**config.mk**
```make
export PLATFORM = sky130hd
export DESIGN_NAME = afd_alu_flag_datapath
export DESIGN_NICKNAME = d
export VERILOG_FILES = /design/src/afd_pkg.sv /design/src/afd_alu_flag_datapath.sv /design/src/afd_nibble_adder.sv /design/src/afd_ptr_pair.sv
export SDC_FILE = /design/constraint.sdc
export NUM_CORES = 1
export LEC_CHECK = 0
export BUFFER_PORTS_ARGS = -buffer_cell sky130_fd_sc_hd__clkbuf_2
export CAP_MARGIN = 20
export CORE_ASPECT_RATIO = 0.75
export CORE_MARGIN = 3
export CORE_UTILIZATION = 67
export DETAILED_ROUTE_END_ITERATION = 6
export GPL_ROUTABILITY_DRIVEN = 1
export PLACE_DENSITY = 0.89
export SYNTH_ARGS = -nofsm -noshare
export SYNTH_HDL_FRONTEND = slang
export SYNTH_SLANG_ARGS = --single-unit
```
**constraint.sdc**
```tcl
create_clock -name mclk_in -period 14.4 [get_ports mclk_in]
set_input_delay 4.32 -clock mclk_in [delete_from_list [all_inputs] [get_ports mclk_in]]
set_output_delay 4.32 -clock mclk_in [all_outputs]
set_load 0.01 [all_outputs]
```
**src/afd_pkg.sv**
```systemverilog
// shared constants, enumerations and carriers of the alu and flag datapath
package afd_pkg;

    // --------------------------------------------------------------
    // direct addresses of the special registers
    // --------------------------------------------------------------
    localparam logic [15:0] ADDR_IP_HI = 16'h0004;
    localparam logic [15:0] ADDR_IP_LO = 16'h0005;
    localparam logic [15:0] ADDR_SP_HI = 16'h0006;
    localparam logic [15:0] ADDR_SP_LO = 16'h0007;
    localparam logic [15:0] ADDR_PC_WIN = 16'h0009;
    localparam logic [15:0] ADDR_ACC = 16'h000A;
    localparam logic [15:0] ADDR_STATUS = 16'h000B;
    localparam logic [15:0] ADDR_DP_HI = 16'h000C;
    localparam logic [15:0] ADDR_DP_LO = 16'h000D;
    localparam logic [15:0] ADDR_PRODH = 16'h000F;

    // --------------------------------------------------------------
    // status field positions and reset values
    // --------------------------------------------------------------
    localparam int STAT_C = 0;
    localparam int STAT_NC = 1;
    localparam int STAT_Z = 2;
    localparam int STAT_BROWN = 3;
    localparam int STAT_WDOG = 4;
    localparam int STAT_BANK_LSB = 5;
    localparam int STAT_BANK_MSB = 7;
    localparam logic [7:0] STATUS_RST = 8'hE0;
    localparam logic [7:0] BYTE_RST = 8'h00;
    localparam logic [15:0] PTR_RST = 16'h0000;

    // --------------------------------------------------------------
    // operations, addressing modes, sequencer states
    // --------------------------------------------------------------
    typedef enum logic [4:0] {
        OP_AND, OP_OR, OP_XOR, OP_NOT, OP_ADD, OP_ADDC, OP_CLR, OP_CMP,
        OP_CSE, OP_CSNE, OP_CWDT, OP_INC, OP_DEC, OP_INCSZ, OP_INCSNZ,
        OP_DECSZ, OP_DECSNZ, OP_MULS, OP_MULU
    } afd_op_type;

    typedef enum logic [1:0] {MODE_DIRECT, MODE_INDIRECT, MODE_DP_OFS, MODE_SP_OFS} afd_mode_type;

    typedef enum logic [1:0] {ST_IDLE, ST_FETCH, ST_EXEC, ST_WB} afd_state_type;

    // --------------------------------------------------------------
    // carriers
    // --------------------------------------------------------------
    typedef struct packed {
        afd_op_type op;
        afd_mode_type mode;
        logic to_file;
        logic use_imm;
        logic [7:0] addr8;
        logic [7:0] ofs8;
        logic [7:0] immediate_byte;
    } afd_cmd_type;

    typedef struct packed {
        logic [15:0] addr;
        logic [7:0] wdata;
        logic we;
        logic re;
    } afd_mem_type;

endpackage : afd_pkg

```
**src/afd_alu_flag_datapath.sv**
```systemverilog
// alu and flag datapath: operand fetch, execute, status, pointers, product
`timescale 1ns/10ps
// Notes on behaviour
// - carry flag lives in status bit 0.
// - nibble carry flag lives in status bit 1.
// - zero flag lives in status bit 2.
// - brown-out bit 3 and watchdog bit 4 untouched by any operation.
// - bank select bits sit in status bits 7 to 5.
// - writes to 0x09 load the program counter; status sits at 0x0B.
// - indirect address is the pointer at 0x04 (high) and 0x05 (low).
// - data pointer at 0x0C/0x0D is a base for offset addressing.
// - stack pointer at 0x06/0x07 is a base for offset addressing.
// - operand is direct, indirect or pointer plus offset, or an immediate byte.
// - and, or, xor, not into accumulator or file; only zero flag changes.
// - add accumulator and operand; carry, nibble carry, zero updated.
// - add with carry sums carry, accumulator and operand; three flags updated.
// - compare is operand minus accumulator; flags updated, nothing written.
// - skip when operand equals accumulator; flags kept.
// - skip when operand differs from accumulator; flags kept.
// - watchdog clear resets counter and prescaler; flags kept.
// - increment, decrement, clear into chosen destination; only zero flag.
// - inc/dec then skip if result zero; status untouched.
// - inc/dec then skip if result nonzero; status untouched.
// - signed multiply: high byte to product register, low byte to accumulator.
// - unsigned multiply likewise; flags untouched.
// - product high byte reads at 0x000F.
module afd_alu_flag_datapath
    import afd_pkg::*;
(
    // clock and reset
    input wire logic mclk_in,
    input wire logic nrst_in,
    // command from the decoder
    input wire logic cmd_valid_in,
    input wire afd_cmd_type cmd_in,
    output logic cmd_ready_out,
    // completion to the sequencer
    output logic done_out,
    output logic skip_out,
    // data memory, synchronous read with one cycle latency
    output afd_mem_type mem_out,
    input wire logic [7:0] mem_rdata_in,
    // program counter window
    input wire logic [7:0] pc_low_in,
    output logic pc_write_out,
    output logic [7:0] pc_wdata_out,
    // watchdog and reset cause
    output logic watchdog_clear_out,
    input wire logic brownout_evt_in,
    input wire logic watchdog_timeout_evt_in,
    // visible state
    output logic [7:0] status_out,
    output logic [7:0] acc_out,
    output logic [7:0] product_high_out
);
    // --------------------------------------------------------------
    // state
    // --------------------------------------------------------------
    afd_state_type state_q;
    afd_state_type state_d;
    afd_cmd_type cmd_q;
    logic [15:0] ea_q;
    logic [7:0] w_q;
    logic [7:0] w_d;
    logic [7:0] status_q;
    logic [7:0] status_d;
    logic [7:0] prodh_q;
    logic [7:0] res_q;
    logic skip_q;
    logic mem_wr_q;
    logic pc_wr_q;

    logic [15:0] ip_ptr;
    logic [15:0] dp_ptr;
    logic [15:0] sp_ptr;

    // --------------------------------------------------------------
    // address formation
    // --------------------------------------------------------------
    wire [15:0] ea_direct = {8'h00, cmd_in.addr8};
    wire [15:0] ea_dp = dp_ptr + {8'h00, cmd_in.ofs8};
    wire [15:0] ea_sp = sp_ptr + {8'h00, cmd_in.ofs8};
    wire [15:0] ea_d = (cmd_in.mode == MODE_INDIRECT) ? ip_ptr :
                       (cmd_in.mode == MODE_DP_OFS) ? ea_dp :
                       (cmd_in.mode == MODE_SP_OFS) ? ea_sp : ea_direct;

    wire hit_ip_hi = (ea_q == ADDR_IP_HI);
    wire hit_ip_lo = (ea_q == ADDR_IP_LO);
    wire hit_sp_hi = (ea_q == ADDR_SP_HI);
    wire hit_sp_lo = (ea_q == ADDR_SP_LO);
    wire hit_pc_win = (ea_q == ADDR_PC_WIN);
    wire hit_acc = (ea_q == ADDR_ACC);
    wire hit_stat = (ea_q == ADDR_STATUS);
    wire hit_dp_hi = (ea_q == ADDR_DP_HI);
    wire hit_dp_lo = (ea_q == ADDR_DP_LO);
    wire hit_prodh = (ea_q == ADDR_PRODH);
    wire sreg_hit = hit_ip_hi | hit_ip_lo | hit_sp_hi | hit_sp_lo | hit_pc_win | hit_acc
                    | hit_stat | hit_dp_hi | hit_dp_lo | hit_prodh;

    // special registers shadow memory; everything else goes to the port
    wire [7:0] sreg_rd = hit_ip_hi ? ip_ptr[15:8] : hit_ip_lo ? ip_ptr[7:0] :
                         hit_sp_hi ? sp_ptr[15:8] : hit_sp_lo ? sp_ptr[7:0] :
                         hit_pc_win ? pc_low_in : hit_acc ? w_q : hit_stat ? status_q :
                         hit_dp_hi ? dp_ptr[15:8] : hit_dp_lo ? dp_ptr[7:0] :
                         prodh_q;
    wire [7:0] opnd = cmd_q.use_imm ? cmd_q.immediate_byte :
                      sreg_hit ? sreg_rd : mem_rdata_in;

    // --------------------------------------------------------------
    // operation decode
    // --------------------------------------------------------------
    wire in_exec = (state_q == ST_EXEC);
    wire afd_op_type op = cmd_q.op;
    wire is_logic = (op == OP_AND) | (op == OP_OR) | (op == OP_XOR) | (op == OP_NOT);
    wire is_arith = (op == OP_ADD) | (op == OP_ADDC) | (op == OP_CMP);
    wire is_plain = (op == OP_INC) | (op == OP_DEC) | (op == OP_CLR);
    wire is_skipz = (op == OP_INCSZ) | (op == OP_DECSZ);
    wire is_skipnz = (op == OP_INCSNZ) | (op == OP_DECSNZ);
    wire is_incr = (op == OP_INC) | (op == OP_INCSZ) | (op == OP_INCSNZ);
    wire is_decr = (op == OP_DEC) | (op == OP_DECSZ) | (op == OP_DECSNZ);
    wire is_mul = (op == OP_MULS) | (op == OP_MULU);
    wire z_upd = is_logic | is_arith | is_plain;
    wire cdc_upd = is_arith;
    wire writes_dest = is_logic | (op == OP_ADD) | (op == OP_ADDC) | is_plain
                       | is_skipz | is_skipnz;
    // immediate forms only ever target the accumulator
    wire file_dst = in_exec & writes_dest & cmd_q.to_file & ~cmd_q.use_imm;
    wire acc_dst = in_exec & ((writes_dest & ~file_dst) | is_mul);

    // --------------------------------------------------------------
    // arithmetic
    // --------------------------------------------------------------
    logic [7:0] add_sum;
    logic add_c;
    logic add_nc;
    // compare runs operand + ~acc + 1, so carry means no borrow
    wire [7:0] add_b = (op == OP_CMP) ? ~w_q : w_q;
    wire add_cin = (op == OP_CMP) | ((op == OP_ADDC) & status_q[STAT_C]);

    afd_nibble_adder u_adder (
        .a_in(opnd),
        .b_in(add_b),
        .cin_in(add_cin),
        .sum_out(add_sum),
        .carry_out(add_c),
        .nibble_carry_out(add_nc)
    );

    wire signed [15:0] prod_s = $signed(w_q) * $signed(opnd);
    wire [15:0] prod_u = w_q * opnd;
    wire [15:0] prod = (op == OP_MULS) ? prod_s : prod_u;

    logic [7:0] res;
    always_comb begin
        unique case (op)
            OP_AND: res = opnd & w_q;
            OP_OR: res = opnd | w_q;
            OP_XOR: res = opnd ^ w_q;
            OP_NOT: res = ~opnd;
            OP_ADD, OP_ADDC, OP_CMP: res = add_sum;
            OP_CLR: res = BYTE_RST;
            OP_INC, OP_INCSZ, OP_INCSNZ: res = opnd + 8'h01;
            OP_DEC, OP_DECSZ, OP_DECSNZ: res = opnd - 8'h01;
            OP_MULS, OP_MULU: res = prod[7:0];
            default: res = opnd;
        endcase
    end

    wire skip_d = ((op == OP_CSE) & (opnd == w_q))
                  | ((op == OP_CSNE) & (opnd != w_q))
                  | (is_skipz & (res == 8'h00))
                  | (is_skipnz & (res != 8'h00));

    // --------------------------------------------------------------
    // status and accumulator next values
    // --------------------------------------------------------------
    wire stat_wr = file_dst & hit_stat;
    // a file write to status may change bank and flag bits only
    wire [7:0] stat_base = stat_wr ? {res[STAT_BANK_MSB:STAT_BANK_LSB],
                                      status_q[STAT_WDOG:STAT_BROWN], res[STAT_Z:STAT_C]}
                                   : status_q;
    assign status_d[STAT_C] = (in_exec & cdc_upd) ? add_c : stat_base[STAT_C];
    assign status_d[STAT_NC] = (in_exec & cdc_upd) ? add_nc : stat_base[STAT_NC];
    assign status_d[STAT_Z] = (in_exec & z_upd) ? (res == 8'h00) : stat_base[STAT_Z];
    assign status_d[STAT_BROWN] = status_q[STAT_BROWN] | brownout_evt_in;
    assign status_d[STAT_WDOG] = status_q[STAT_WDOG] | watchdog_timeout_evt_in;
    assign status_d[STAT_BANK_MSB:STAT_BANK_LSB] = stat_base[STAT_BANK_MSB:STAT_BANK_LSB];

    assign w_d = acc_dst ? res : (file_dst & hit_acc) ? res : w_q;

    // --------------------------------------------------------------
    // pointers
    // --------------------------------------------------------------
    afd_ptr_pair u_ip (
        .mclk_in(mclk_in),
        .nrst_in(nrst_in),
        .wr_hi_in(file_dst & hit_ip_hi),
        .wr_lo_in(file_dst & hit_ip_lo),
        .wdata_in(res),
        .ptr_out(ip_ptr)
    );

    afd_ptr_pair u_dp (
        .mclk_in(mclk_in),
        .nrst_in(nrst_in),
        .wr_hi_in(file_dst & hit_dp_hi),
        .wr_lo_in(file_dst & hit_dp_lo),
        .wdata_in(res),
        .ptr_out(dp_ptr)
    );

    afd_ptr_pair u_sp (
        .mclk_in(mclk_in),
        .nrst_in(nrst_in),
        .wr_hi_in(file_dst & hit_sp_hi),
        .wr_lo_in(file_dst & hit_sp_lo),
        .wdata_in(res),
        .ptr_out(sp_ptr)
    );

    // --------------------------------------------------------------
    // sequencer
    // --------------------------------------------------------------
    always_comb begin
        unique case (state_q)
            ST_IDLE: state_d = cmd_valid_in ? ST_FETCH : ST_IDLE;
            ST_FETCH: state_d = ST_EXEC;
            ST_EXEC: state_d = ST_WB;
            ST_WB: state_d = ST_IDLE;
        endcase
    end

    always_ff @(posedge mclk_in or negedge nrst_in) begin
        if (!nrst_in) begin
            state_q <= ST_IDLE;
            cmd_q <= '0;
            ea_q <= PTR_RST;
        end else begin
            state_q <= state_d;
            if (cmd_ready_out && cmd_valid_in) begin
                cmd_q <= cmd_in;
                ea_q <= ea_d;
            end
        end
    end

    always_ff @(posedge mclk_in or negedge nrst_in) begin
        if (!nrst_in) begin
            w_q <= BYTE_RST;
            status_q <= STATUS_RST;
            prodh_q <= BYTE_RST;
        end else begin
            w_q <= w_d;
            status_q <= status_d;
            if (in_exec && is_mul) begin
                prodh_q <= prod[15:8];
            end
        end
    end

    always_ff @(posedge mclk_in or negedge nrst_in) begin
        if (!nrst_in) begin
            res_q <= BYTE_RST;
            skip_q <= 1'b0;
            mem_wr_q <= 1'b0;
            pc_wr_q <= 1'b0;
        end else if (in_exec) begin
            res_q <= res;
            skip_q <= skip_d;
            mem_wr_q <= file_dst & ~sreg_hit;
            pc_wr_q <= file_dst & hit_pc_win;
        end
    end

    // --------------------------------------------------------------
    // outputs
    // --------------------------------------------------------------
    wire in_wb = (state_q == ST_WB);
    assign cmd_ready_out = (state_q == ST_IDLE);
    assign done_out = in_wb;
    assign skip_out = skip_q;
    // fetch skips the port when the operand is immediate or a special register
    assign mem_out.addr = ea_q;
    assign mem_out.wdata = res_q;
    assign mem_out.we = in_wb & mem_wr_q;
    assign mem_out.re = (state_q == ST_FETCH) & ~cmd_q.use_imm & ~sreg_hit;
    assign pc_write_out = in_wb & pc_wr_q;
    assign pc_wdata_out = res_q;
    assign watchdog_clear_out = in_wb & (op == OP_CWDT);
    assign status_out = status_q;
    assign acc_out = w_q;
    assign product_high_out = prodh_q;

    wire [8:0] chk_add = {1'b0, opnd} + {1'b0, w_q};
endmodule : afd_alu_flag_datapath

```
**src/afd_nibble_adder.sv**
```systemverilog
// eight-bit adder with carry out of bit 7 and of bit 3
`timescale 1ns/10ps
module afd_nibble_adder (
    // operands
    input wire logic [7:0] a_in,
    input wire logic [7:0] b_in,
    input wire logic cin_in,
    // result
    output logic [7:0] sum_out,
    output logic carry_out,
    output logic nibble_carry_out
);
    logic [4:0] low_sum;
    logic [4:0] high_sum;

    // split so the nibble carry is a real adder carry, not a guess
    assign low_sum = {1'b0, a_in[3:0]} + {1'b0, b_in[3:0]} + {4'h0, cin_in};
    assign high_sum = {1'b0, a_in[7:4]} + {1'b0, b_in[7:4]} + {4'h0, low_sum[4]};
    assign sum_out = {high_sum[3:0], low_sum[3:0]};
    assign carry_out = high_sum[4];
    assign nibble_carry_out = low_sum[4];

endmodule : afd_nibble_adder

```
**src/afd_ptr_pair.sv**
```systemverilog
// one sixteen-bit pointer held as two byte-writable halves
`timescale 1ns/10ps
module afd_ptr_pair
    import afd_pkg::*;
(
    // clock and reset
    input wire logic mclk_in,
    input wire logic nrst_in,
    // byte writes
    input wire logic wr_hi_in,
    input wire logic wr_lo_in,
    input wire logic [7:0] wdata_in,
    // pointer value
    output logic [15:0] ptr_out
);
    logic [15:0] ptr_q;

    always_ff @(posedge mclk_in or negedge nrst_in) begin
        if (!nrst_in) begin
            ptr_q <= PTR_RST;
        end else begin
            if (wr_hi_in) begin
                ptr_q[15:8] <= wdata_in;
            end
            if (wr_lo_in) begin
                ptr_q[7:0] <= wdata_in;
            end
        end
    end

    assign ptr_out = ptr_q;

endmodule : afd_ptr_pair

```
# Word level (Yosys, flattened, before mapping)
# Index checks and enable logic that the tools add are counted.
[op_classes] add_sub_neg=8 mul=2 reduce_logical=13 n_mux=25 n_eq_ne=36 bitwise=68
[ops] operator="$mux W8" count=14
[ops] operator="$eq A16 B4 Y1 const B" count=6
[ops] operator="$pmux W8 S9" count=1
[ops] operator="$eq A16 B3 Y1 const B" count=4
[ops] operator="$mux W16" count=4
[ops] operator="$eq A5 B4 Y1 const B" count=8
[ops] operator="$or A1 B1 Y1" count=33
[ops] operator="$add A16 B8 Y16" count=2
[ops] operator="$mul A8 B8 Y16" count=2
[ops] operator="$and A1 B1 Y1" count=27
[ops] operator="$eq A5 B3 Y1 const B" count=4
[ops] operator="$not A8 Y8" count=2
[ops] operator="$eq A5 B5 Y1 const B" count=3
[ops] operator="$add A4 B4 Y5" count=2
[ops] operator="$add A5 B1 Y5" count=2
[ops] operator="$eq A5 B2 Y1 const B" count=2
[ops] operator="$reduce_or A3 Y1" count=3
[ops] operator="$add A8 B1 Y8 const B" count=1
[ops] operator="$and A8 B8 Y8" count=1
[ops] operator="$eq A2 B2 Y1 const B" count=4
[ops] operator="$eq A8 B8 Y1" count=1
[ops] operator="$logic_not A8 Y1" count=1
[ops] operator="$ne A8 B8 Y1" count=1
[ops] operator="$or A8 B8 Y8" count=1
[ops] operator="14 further kinds" count=23
[word_totals] elab_cells=174 out_inout_bits=63 inputBits=54 reg_bits=116

# Depth between registers and ports, before layout
[logic_depth] word_depth=20 depth_mapped=30 ltp_nobuf=27

# Hierarchy
# A second synthesis with hierarchy kept.
[hier_totals] hier_cells=1394 hier_area_um2=12873.6
[modules_own_cells] module="afd_alu_flag_datapath" area_per_inst_um2=10595.2 instances=1 cells_per_inst=1259 seq_area_each_um2=1705.4
[modules_own_cells] module="afd_ptr_pair" area_per_inst_um2=663.1 instances=3 cells_per_inst=34 seq_area_each_um2=400.4
[modules_own_cells] module="afd_nibble_adder" area_per_inst_um2=289.0 instances=1 cells_per_inst=33 seq_area_each_um2=0.0

# Least setup slack after synthesis
# No wires, ideal clock.
[synth_timing] kind="input to register" from="in pc_low_in[6]" to="reg prodh_q[7], in the netlist product_high_out[7]" setup_time_ns=0.083 path_slack_ns=5.295 path_buffers=1 required_time_ns=14.317 stages=23 arrival_time_ns=9.023 cell_sequence="a211o_1 > a211o_1 > and2_1 > buf_4 > inv_1 > nor2_1 > inv_1 > fa_1 > inv_1 > fa_1 > fa_1 > inv_1 > fa_1 > inv_1 > ha_1 > nor2b_1 > o21a_1 > o22a_1 > a41o_1 > o41ai_1 > xnor2_1 > a21o_1 > o21ai_0"
[synth_between] elab_chain_len=9 elab_cells_between_ends=10 classes_between="2 x mul; 8 x mux"
[synth_rtl] item="start, declared" line="afd_alu_flag_datapath.sv:44" rtl="input wire logic [7:0] pc_low_in,"
[synth_rtl] item="$mux W8 *" line="afd_alu_flag_datapath.sv:103" rtl="hit_pc_win ? pc_low_in : hit_acc ? w_q : hit_stat ? status_q :"
[synth_rtl] item="$mux W8 * (2 in a row)" line="afd_alu_flag_datapath.sv:102" rtl="hit_sp_hi ? sp_ptr[15:8] : hit_sp_lo ? sp_ptr[7:0] :"
[synth_rtl] item="$mux W8 * (2 in a row)" line="afd_alu_flag_datapath.sv:101" rtl="wire [7:0] sreg_rd = hit_ip_hi ? ip_ptr[15:8] : hit_ip_lo ? ip_ptr[7:0] :"
[synth_rtl] item="$mux W8 *" line="afd_alu_flag_datapath.sv:107" rtl="sreg_hit ? sreg_rd : mem_rdata_in;"
[synth_rtl] item="$mux W8 *" line="afd_alu_flag_datapath.sv:106" rtl="wire [7:0] opnd = cmd_q.use_imm ? cmd_q.immediate_byte :"
[synth_rtl] item="$mul A8 B8 Y16 (on tied branches)" line="afd_alu_flag_datapath.sv:150, afd_alu_flag_datapath.sv:149"
[synth_rtl] item="$mux W16 *" line="afd_alu_flag_datapath.sv:151" rtl="wire [15:0] prod = (op == OP_MULS) ? prod_s : prod_u;"
[synth_rtl] item="end signal, assigned" line="afd_alu_flag_datapath.sv:256" rtl="prodh_q <= prod[15:8];"
[synth_rtl] item="end, declared" line="afd_alu_flag_datapath.sv:67" rtl="logic [7:0] prodh_q;"
# Every way passes the cells marked *; elsewhere a longest branch is shown, timed or not.
# A chain may end at the register's enable or synchronous reset.

# Worst setup path in the final report
[layout_timing] from="in mem_rdata_in[1]" to="reg skip_q, in the netlist skip_out"
[layout_between] elab_chain_len=10 elab_cells_between_ends=26 classes_between="5 x add/sub; 2 x mul; 2 x eq/ne; 4 x mux; 11 x bitwise; 2 x reduce/logical"
[layout_rtl] item="start, declared" line="afd_alu_flag_datapath.sv:42" rtl="input wire logic [7:0] mem_rdata_in,"
[layout_rtl] item="$mux W8 *" line="afd_alu_flag_datapath.sv:107"
[layout_rtl] item="$mux W8 *" line="afd_alu_flag_datapath.sv:106"
[layout_rtl] item="$add A4 B4 Y5" line="afd_nibble_adder.sv:17" rtl="assign low_sum = {1'b0, a_in[3:0]} + {1'b0, b_in[3:0]} + {4'h0, cin_in};"
[layout_rtl] item="$add A5 B1 Y5" line="afd_nibble_adder.sv:17"
[layout_rtl] item="$add A5 B1 Y5" line="afd_nibble_adder.sv:18" rtl="assign high_sum = {1'b0, a_in[7:4]} + {1'b0, b_in[7:4]} + {4'h0, low_sum[4]};"
[layout_rtl] item="$pmux W8 S9" line="afd_alu_flag_datapath.sv:155" rtl="unique case (op)"
[layout_rtl] item="$logic_not A8 Y1" line="afd_alu_flag_datapath.sv:171" rtl="| (is_skipz & (res == 8'h00))"
[layout_rtl] item="$and A1 B1 Y1" line="afd_alu_flag_datapath.sv:171"
[layout_rtl] item="$or A1 B1 Y1" line="afd_alu_flag_datapath.sv:171"
[layout_rtl] item="$or A1 B1 Y1 *" line="afd_alu_flag_datapath.sv:172" rtl="| (is_skipnz & (res != 8'h00));"
[layout_rtl] item="end signal, assigned" line="afd_alu_flag_datapath.sv:269" rtl="skip_q <= skip_d;"
[layout_rtl] item="end, declared" line="afd_alu_flag_datapath.sv:69" rtl="logic skip_q;"
# Marks and branches as above.

==> impl_metrics.env <==
export IMPL_coreArea_um2=17900
export IMPL_synth_seq_cells=116
export IMPL_io_pins=117
export IMPL_fmax_mhz=101
export IMPL_cts_sinks=116
export IMPL_period_needed_ns=9.90
export IMPL_grt_max_degree=60
export IMPL_cts_htree_levels=4
export IMPL_grt_busiest_layer="met1"
export IMPL_syn_num_nets=1699
export IMPL_clk_path_buf_depth=2
export IMPL_netlist_top_cells_area="dfrtp_1 (23%), fa_1 (15%), ha_1 (11%)"
export IMPL_grt_total_usage=0.405
export IMPL_yosysWarnings=0
export IMPL_detail_route_first_pass_iterations=6
export IMPL_drcViolationCount=0
export IMPL_cts_tree="built"
export IMPL_postCtsResizedCells=0
export IMPL_rows=42
export IMPL_clk_latency_ns=0.43
export IMPL_slew_headroom=0.196
export IMPL_critical_path_class="primary input to flip-flop"
export IMPL_grt_pass1_wl_um=62100
export IMPL_synthDistinctLibCells=90
export IMPL_grt_util_met1=0.602
export IMPL_place_inst=1749
export IMPL_maxCapViolCount=0
export IMPL_rr_worst_depth=22
export IMPL_multi_input_area_um2=8530
export IMPL_drive_above_1_share=0.134
export IMPL_holdBufCountCts=0
export IMPL_start_util=0.695
export IMPL_fp_dieH_um=124
export IMPL_grt_ovfl_total=0
export IMPL_fill_cells=1266
export IMPL_cts_buffers=17
export IMPL_yosys_area_top_type="dfrtp_1"
export IMPL_end_kind="flip-flop"
export IMPL_cp_start_kind="primary input"
export IMPL_via_per_inst=6.44
export IMPL_min_path_cells=2
export IMPL_hold_class="flip-flop to flip-flop"
export IMPL_grtUsageMet3=0.131
export IMPL_area_growth_pct=9.80
export IMPL_final_cell_mix="nand2_1 (220), inv_1 (169), clkbuf_2 (115)"
export IMPL_finalHoldViolCount=0
export IMPL_avgSynthCellArea_um2=8.61
export IMPL_port_buffers=116
export IMPL_fin_cells=1781
export IMPL_drt_wirelength_per_cell_um=22.4
export IMPL_cts_root_buf="clkbuf_16"
export IMPL_final_common_cell="nand2_1"
export IMPL_syn_cell_area_um2=12400
export IMPL_setup_viol=0
export IMPL_antenna_found_initial=0
export IMPL_worstMarginPinSlew_ns=1.18
export IMPL_critPathRequiredTime_ns=14.71
export IMPL_vias=11500
export IMPL_async_reset_ff_frac=1.00
export IMPL_totalWireLength_um=40000
export IMPL_place_ws_ns=4.20
export IMPL_first_global_vias=11000
export IMPL_antennaDiodeCount=0
export IMPL_status="finished, final reports clean"
export IMPL_clk_pin_slew_worst_paths_ns=0.06
export IMPL_syn_inst=1446
export IMPL_dieWidth_um=163
export IMPL_slew_viol_final=0
export IMPL_synth_edf_count=0
export IMPL_place_congestion=1.04
export IMPL_yosysSeqAreaShare=0.233
export IMPL_rsz0062_at_grt="no"
export IMPL_synth_top_area_share=0.227
export IMPL_setup_slack_ns=4.50
export IMPL_dr_first_iter_drc_count=1831
export IMPL_dp_hpwl_um=31200
export IMPL_ys_flop_type="dfrtp_1"
export IMPL_tns_ns=0
export IMPL_finalClockSkew_ns=0.0162
export IMPL_utilization=0.763
export IMPL_ant_nets=0
export IMPL_die_area_um2=20300
export IMPL_cp_arrival_ns=10.21
export IMPL_regArea_um2=2910
export IMPL_use_met2=0.570
export IMPL_finalCritPeriodShare=0.688
export IMPL_fin_nets=1779
export IMPL_crit_fanout=11
export IMPL_cts_setup_buffers=0
==> metrics by stage <==
step | hold WS (ns) | area [um2]
finish | 0.482 | 13700
global route | 0.515 | 13700
CTS | 0.484 | 13700
detailed placement | 0.471 | 13100
global placement | 0.461 | 13100
floorplan | 0.440 | 12400
==> Yosys cell counts, types with 7 or more instances <==
master and count:
a211o_1 10, nor4_1 8, o21a_1 11, o21ai_0 108, a21o_1 17, a22oi_1 12, a21oi_1 71, inv_1 169
nor3_1 13, a211oi_1 12, nor2_1 111, fa_1 92, mux2_2 7, nor2b_1 12, ha_1 107, mux4_2 13
mux2i_1 13, nand2_1 220, nand2b_1 8, and3_1 14, buf_4 13, nand3_1 22, nand4_1 7, clkbuf_1 37
xnor2_1 57, dfrtp_1 113, o22ai_1 7, xor2_1 13
==> cells by family after synthesis <==
logic type	Yosys count	synth area share
AO/OA/AOI/OAI	327	0.171
XOR/XNOR	71	0.0511
adder cells (fa/ha/maj)	199	0.256
buffers and inverters	244	0.0819
flip-flops	116	0.233
multiplexers	34	0.0415
AND/OR/NAND/NOR	455	0.165
==> critical path: stages <==
cell,delay (ns)
clkbuf_2,0.08
nor2_1,0.04
o2bb2ai_1,0.17
a31oi_1,0.64
inv_1,0.39
nor2_1,0.27
ha_1,0.29
fa_1,0.46
ha_1,0.28
inv_1,0.04
fa_1,0.48
inv_1,0.04
ha_1,0.22
fa_1,0.49
nor2_1,0.12
a211oi_1,0.11
o32a_1,0.40
a21oi_1,0.76
nand4_1,0.28
a211o_1,0.34
==> routing by layer <==
| layer | share of wire | routed length [um] |
|---|---|---|
| met5 | 0 | 0 |
| met4 | 0.031 | 1220 |
| met3 | 0.15 | 5840 |
| met2 | 0.41 | 16400 |
| met1 | 0.41 | 16500 |
==> area by class of cell <==
class / instances / area share
clock inverter: 15 / 0.0124
sequential: 116 / 0.213
timing repair buffer: 126 / 0.0482
tap: 242 / 0.0222
multi-input combinational: 1086 / 0.624
clock buffer: 17 / 0.0311
inverter: 179 / 0.0495
==> path summary, 6_finish.rpt <==
path / endpoint / slack [ns] / startpoint
max in group asynchronous: status_out[3] / 9.19 / nrst_in
worst max register to register: skip_out / 6.27 / ea_q[7]
worst min register to register: cmd_q[7] / 0.48 / cmd_q[7]
min in group asynchronous: cmd_q[5] / 3.96 / nrst_in
worst max-delay path: skip_out / 4.50 / mem_rdata_in[1]
worst min-delay path: cmd_q[7] / 0.48 / cmd_q[7]
==> registers in the layout, summed over array words and instances, names as in the netlist <==
signal and flops:
ea_q 16, u_dp.ptr_out 16, u_ip.ptr_out 16, u_sp.ptr_out 16
cmd_q 10, acc_out 8, pc_wdata_out 8, product_high_out 8
status_out 8, op 5, state_q 2, mem_wr_q 1
pc_wr_q 1, skip_out 1
Power is not shown: default switching activity piles up to over one toggle a cycle in this logic, so the estimate is an artifact.
